$ cat config.mk
export PLATFORM = sky130hd
export DESIGN_NAME = apm_sequencer
export DESIGN_NICKNAME = d
export VERILOG_FILES = /design/src/rtl/apm_pkg.sv /design/src/rtl/apm_sequencer.sv
export VERILOG_INCLUDE_DIRS = /design/src /design/src/rtl
export SDC_FILE = /design/constraint.sdc
export NUM_CORES = 1
export LEC_CHECK = 0
export BUFFER_PORTS_ARGS = -buffer_cell sky130_fd_sc_hd__buf_2
export CORE_MARGIN = 3
export CORE_UTILIZATION = 40
export CTS_BUF_LIST = sky130_fd_sc_hd__clkbuf_4
export DETAILED_ROUTE_END_ITERATION = 6
export GPL_TIMING_DRIVEN = 0
export SLEW_MARGIN = 20
export SYNTH_ARGS = -nofsm -noshare
export SYNTH_HDL_FRONTEND = slang
export SYNTH_SLANG_ARGS = --single-unit
$ cat constraint.sdc
create_clock -name clock -period 2.4 [get_ports clock]
set_clock_uncertainty 0.05 [all_clocks]
set_input_delay 0.12 -clock clock [delete_from_list [all_inputs] [get_ports clock]]
set_output_delay 0.12 -clock clock [all_outputs]
set_load 0.01 [all_outputs]
$ cat src/rtl/apm_consts.svh
// Timing constants for the amplifier power and mute sequencer
`ifndef APM_CONSTS_SVH
`define APM_CONSTS_SVH
`define APM_CLK_HZ 10000000
`define APM_INT_MUTE_MS 650
`define APM_PROP_US 200
`define APM_INT_MUTE_CYC ((`APM_CLK_HZ / 1000) * `APM_INT_MUTE_MS)
`define APM_PROP_CYC (((`APM_CLK_HZ / 1000000) * `APM_PROP_US) + 1)
`define APM_RAMP_STEPS 64
`define APM_CNT_W 24
`define APM_RAMP_W 7
`endif

$ cat src/rtl/apm_pkg.sv
// Types for the amplifier power and mute sequencer
package apm_pkg;
  typedef enum logic [2:0] {
    APM_OFF = 3'b000,
    APM_INT_MUTE = 3'b001,
    APM_PROP = 3'b011,
    APM_WAIT_UNMUTE = 3'b010,
    APM_RAMP = 3'b110,
    APM_RUN = 3'b111,
    APM_FAULT = 3'b101
  } apm_state_type;

  typedef struct packed {
    logic overcurrent;
    logic overtemp;
    logic power_stage_supply_ok;
    logic logic_supply_ok;
    logic clock_present;
  } apm_sense_type;

  typedef struct packed {
    logic modulator_run;
    logic stage_enable;
    logic stage_hiz;
  } apm_stage_type;
endpackage : apm_pkg

$ cat src/rtl/apm_sequencer.sv
// Power-up, mute and fault sequencer for a class-D output stage
`timescale 1ns/1ns
`include "apm_consts.svh"

// Summary of operation
// Shutdown low: modulator stopped, power stage held high impedance.
// Shutdown released: modulator runs, stage stays high impedance until unmute.
// Mute high unmutes with soft ramp; mute low disables the stage.
// Fixed 650 ms internal mute after shutdown release; no switching.
// Switching starts only after interval plus 200 us and mute high.
// Controller holds mute low longer than the internal mute interval.
// Either supply missing or low inhibits power stage turn-on.
// Controller lowers mute before lowering shutdown.
// Any fault shuts the power stage down at once.
// Overcurrent, overtemp, supply loss or clock loss assert fault flag.
// Fault flag fed back to mute gives repeated restart under a short; here the flag then holds mute low, so the latch never clears.
// Fault stays latched until mute goes low then high.
// Internal mute is a cycle counter restarted by shutdown.
module apm_sequencer #(
  parameter logic [`APM_CNT_W-1:0] INT_MUTE_CYC = `APM_CNT_W'(`APM_INT_MUTE_CYC),
  parameter logic [`APM_CNT_W-1:0] PROP_CYC = `APM_CNT_W'(`APM_PROP_CYC)
) (
  input wire logic clock,
  input wire logic rstn,
  input wire logic shutdown_n_input,
  input wire logic mute_n_input,
  input wire apm_pkg::apm_sense_type sense,
  output apm_pkg::apm_stage_type stage,
  output logic [`APM_RAMP_W-1:0] ramp_level,
  output logic fault_flag_n_out,
  output logic fault_flag_n_oe
);
  import apm_pkg::*;

  logic [1:0] shdn_sync_r;
  logic [1:0] mute_sync_r;
  apm_sense_type sense_s1_r;
  apm_sense_type sense_s2_r;
  logic shdn_n;
  logic mute_n;
  logic mute_prev_r;
  logic fault_now;

  // Pins are asynchronous to this clock
  always_ff @(posedge clock or negedge rstn) begin
    if (!rstn) begin
      shdn_sync_r <= 2'b00;
      mute_sync_r <= 2'b00;
      sense_s1_r <= '0;
      sense_s2_r <= '0;
    end else begin
      shdn_sync_r <= {shdn_sync_r[0], shutdown_n_input};
      mute_sync_r <= {mute_sync_r[0], mute_n_input};
      sense_s1_r <= sense;
      sense_s2_r <= sense_s1_r;
    end
  end

  assign shdn_n = shdn_sync_r[1];
  assign mute_n = mute_sync_r[1];
  assign fault_now = sense_s2_r.overcurrent | sense_s2_r.overtemp | ~sense_s2_r.power_stage_supply_ok |
                     ~sense_s2_r.logic_supply_ok | ~sense_s2_r.clock_present;

  apm_state_type state_r, state_nxt;
  logic [`APM_CNT_W-1:0] cnt_r, cnt_nxt;
  logic [`APM_RAMP_W-1:0] ramp_r, ramp_nxt;
  logic fault_r, fault_nxt;
  logic supplies_ok;
  apm_stage_type stage_nxt;
  logic fault_oe_nxt;

  assign supplies_ok = sense_s2_r.power_stage_supply_ok & sense_s2_r.logic_supply_ok;

  always_comb begin
    state_nxt = state_r;
    cnt_nxt = cnt_r;
    ramp_nxt = ramp_r;
    fault_nxt = fault_r;
    // Latched fault cleared only by a rising mute edge; a new fault wins
    if (fault_r && mute_n && !mute_prev_r) begin
      fault_nxt = 1'b0;
    end
    if (fault_now) begin
      fault_nxt = 1'b1;
    end
    if (!shdn_n) begin
      state_nxt = APM_OFF;
      cnt_nxt = '0;
      ramp_nxt = '0;
    end else begin
      unique case (state_r)
        APM_OFF: begin
          state_nxt = APM_INT_MUTE;
          cnt_nxt = '0;
        end
        APM_INT_MUTE: begin
          // Counts even while mute is high: internal mute overrides it
          if (cnt_r == INT_MUTE_CYC - 1'b1) begin
            state_nxt = APM_PROP;
            cnt_nxt = '0;
          end else begin
            cnt_nxt = cnt_r + 1'b1;
          end
        end
        APM_PROP: begin
          if (cnt_r == PROP_CYC - 1'b1) begin
            state_nxt = APM_WAIT_UNMUTE;
            cnt_nxt = '0;
          end else begin
            cnt_nxt = cnt_r + 1'b1;
          end
        end
        APM_WAIT_UNMUTE: begin
          ramp_nxt = '0;
          if (mute_n && !fault_r && !fault_now && supplies_ok) begin
            state_nxt = APM_RAMP;
          end
        end
        APM_RAMP: begin
          if (fault_now) begin
            state_nxt = APM_FAULT;
            ramp_nxt = '0;
          end else if (!mute_n || !supplies_ok) begin
            state_nxt = APM_WAIT_UNMUTE;
            ramp_nxt = '0;
          end else if (ramp_r == `APM_RAMP_W'(`APM_RAMP_STEPS)) begin
            state_nxt = APM_RUN;
          end else begin
            ramp_nxt = ramp_r + 1'b1;
          end
        end
        APM_RUN: begin
          if (fault_now) begin
            state_nxt = APM_FAULT;
            ramp_nxt = '0;
          end else if (!mute_n || !supplies_ok) begin
            state_nxt = APM_WAIT_UNMUTE;
            ramp_nxt = '0;
          end
        end
        APM_FAULT: begin
          // Feedback of the flag to mute drops mute low and moves to APM_WAIT_UNMUTE; the flag then holds mute low
          ramp_nxt = '0;
          if (!mute_n) begin
            state_nxt = APM_WAIT_UNMUTE;
          end
        end
        default: begin
          // Unused code 100: park safely in the off state
          state_nxt = APM_OFF;
          ramp_nxt = '0;
        end
      endcase
    end
  end

  always_comb begin
    stage_nxt.modulator_run = (state_nxt != APM_OFF);
    stage_nxt.stage_enable = (state_nxt == APM_RAMP) || (state_nxt == APM_RUN);
    stage_nxt.stage_hiz = !stage_nxt.stage_enable;
    fault_oe_nxt = fault_nxt;
  end

  always_ff @(posedge clock or negedge rstn) begin
    if (!rstn) begin
      state_r <= APM_OFF;
      cnt_r <= '0;
      ramp_r <= '0;
      fault_r <= 1'b0;
      mute_prev_r <= 1'b0;
      stage <= 3'h1;
      ramp_level <= '0;
      fault_flag_n_out <= 1'b0;
      fault_flag_n_oe <= 1'b0;
    end else begin
      state_r <= state_nxt;
      cnt_r <= cnt_nxt;
      ramp_r <= ramp_nxt;
      fault_r <= fault_nxt;
      mute_prev_r <= mute_n;
      stage <= stage_nxt;
      ramp_level <= ramp_nxt;
      fault_flag_n_out <= 1'b0;
      fault_flag_n_oe <= fault_oe_nxt;
    end
  end
endmodule : apm_sequencer

==> results_dict.tcl <==
set metrics [dict create \
    status "finished clean" \
    grt_pass1_vias 1998 \
    synth_warnings 0 \
    root_buffer "clkbuf_4" \
    multi_input_area_um2 1220 \
    synth_seq_area_share_pct 50.0 \
    cts_max_level 2 \
    critPathMaxFanout 10 \
    cts.sink_count 53 \
    timing.final.crit_share_pct 95.1 \
    io_buffers 19 \
    critPathMaxStageDelay_ns 0.57 \
    fin_setup_tns_ns 0 \
    diodes 0 \
    drv_slew 0 \
    crit_path_start_kind "flip-flop" \
    end_kind "flip-flop" \
    yosysUniqueCellTypes 51 \
    die_area_um2 7650 \
    syn_avg_cell_area_um2 9.52 \
    layout-drive-gt1-share_pct 13.7 \
    clkTransAtPathRegs_ns 0.17 \
    synthTopCellsByCount "dfrtp_1 (52), nand2_1 (27), nand3_1 (27), nor2_1 (23), nand4_1 (18)" \
    seqCellArea_um2 1330 \
    ys_ff_latch 53 \
    fillCellCount 601 \
    vias 2193 \
    p_per_area_nw_per_um2 479 \
    crit_type "reg2reg" \
    grt_max_degree 54 \
    io_pins 21 \
    synth_top_area_share_pct 49.0 \
    synth_area_um2 2660 \
    synth_edf_count 0 \
    slew_headroom_pct 55.5 \
    fmax_mhz 438 \
    fin_util_pct 47.1 \
    hpwlAfterDp_um 3930 \
    antenna_found_initial 0 \
    synth_area_leader_cell "dfrtp_1" \
    finalHoldViolations 0 \
    finalSetupViolations 0 \
    grt_pass1_wl_um 9650 \
    rows 29 \
    nets 326 \
    ys_async_sr_fraction_pct 100 \
    place.gp.congestion 0.873 \
    grt-ovfl-total 0 \
    wirelength_um 5690 \
    drv_cap 0 \
    cts_tree "built" \
    post-route-drc-count 0 \
    synth_ff_type "dfrtp_1" \
    insertion_delay_ns 0.39 \
    drtPass1Iterations 4 \
    synth.most_common_cell "dfrtp_1" \
    start_util_pct 41.6 \
    area_growth_pct 13.2 \
    die_x_um 87.5 \
    p_leak_nw 1.21 \
    rsz0062_at_grt "false" \
    avgViaCountPerCell 5.61 \
    hold_path.class "in2async" \
    tightest_slew_ns 0.668 \
    crit_chain "or4_4 -> nor4_4 -> a31oi_1 -> o311ai_2 -> buf_6 -> nor2_1" \
    cts_buffers 5 \
    fp.dieH_um 87.5 \
    drt_iter0_drc 130 \
    required_ns 2.65 \
    crit_arrival_ns 2.53 \
    ant_nets 0 \
    syn_nets 292 \
    core_area_um2 6390 \
    clockBufferDepth 2 \
    ir_worst_vdd_mv 0.258 \
    p_total_w 0.00144 \
    synth.area.top_cells "dfrtp_1 (49%), nand3_1 (5.1%), nand4_1 (4.2%)" \
    cp_slowest_cell "or4_4" \
    syn_inst 279 \
    r2r_setup_slack_ns 0.12 \
    fin_crit_ns 2.28 \
    grt_usage_pct 16.0 \
    wire_per_inst_um 14.5 \
]
routing by layer:
metal | up-vias | global-route usage [%] | routed length (um)
li1 | 1080 | - | -
met1 | 1056 | 22.4 | 2750
met2 | 50 | 25.0 | 2610
met3 | 7 | 2.84 | 244
met4 | 0 | 5.16 | 83
met5 | - | 0 | 0
final cells by class:
| class | count | area share, % |
|---|---|---|
| well taps | 77 | 3.20 |
| multi-input cells | 199 | 40.7 |
| clock buffers | 5 | 1.25 |
| repair buffers | 27 | 5.91 |
| plain buffers | 16 | 2.50 |
| inverters | 11 | 1.37 |
| flip-flops and latches | 53 | 44.2 |
| clock inverters | 3 | 0.957 |
flip-flops by register name (all words and copies together), names as in the netlist:
signal       cells
cnt_r           24
mute_prev_r      1
shdn_sync_r      2
sense_s1_r       5
stage            3
fault_r          1
sense_s2_r       5
ramp_r           7
state_r          3
mute_sync_r      2
logic make-up (layout without fill, tap and decap cells):
logic type	after synthesis	in the layout	synth area share, %
AOI/OAI and AO/OA	42	42	10.6
and+or+nand+nor	139	139	28.7
buffers and inverters	27	62	4.38
adders and majority gates	4	4	1.88
xor gates and xnor gates	13	13	4.29
DFF	53	53	50.0
other	1	1	0.141
power by group:
group          switching (W)  internal (W)
logic              0.0000466     0.0000272
clock network       0.000321      0.000128
registers         0.00000799      0.000909
total               0.000376       0.00106
path summary, 6_finish.rpt:
path,depth (start not counted),from,endpoint
hold reg to reg,0,sense_s1_r[4],sense_s2_r[4]
max in group asynchronous,2,rstn,cnt_r[13]
setup reg to reg,6,cnt_r[15],cnt_r[11]
hold / removal,2,rstn,ramp_r[0]
min in group clock,2,sense[0],sense_s1_r[0]
setup / recovery,6,cnt_r[15],cnt_r[11]
timing repair:
item,4_1_cts,5_1_grt
buffers inserted,0,0
hold endpoints to repair,59,0
gates resized for setup,0,2
hold buffers,8,0
setup endpoints to repair,0,4
worst max-delay path, delay by kind of cell (launching register included):
kind	cells	cell delay [ns]
AOI/OAI and AO/OA	2	0.49
and+or+nand+nor	3	0.96
DFF	1	0.48
buffers and inverters	1	0.20
cell usage in the layout (no fill, tap or decap), types with 6 or more instances in the layout:
cell type,n
a21oi_1,8
a31oi_1,10
buf_2,21
clkbuf_1,10
dfrtp_1,52
dlygate4sd3_1,8
inv_1,11
nand2_1,27
nand3_1,27
nand4_1,18
nand4b_1,6
nor2_1,23
nor3_1,7
nor4_1,6
o21ai_0,7
xor2_1,8
stage by stage:
step	hold WS (ns)	cells	instance area (um^2)	worst slack [ns]
3_5_place_dp	0.150	375	2850	0.0828
6_report	0.214	391	3010	0.119
2_1_floorplan	-0.226	279	2660	0.345
4_1_cts	0.241	391	3000	0.0457
5_1_grt	0.272	391	3010	0.0115
3_3_place_gp	0.177	375	2850	0.114
(Power assumes the default switching activity.)
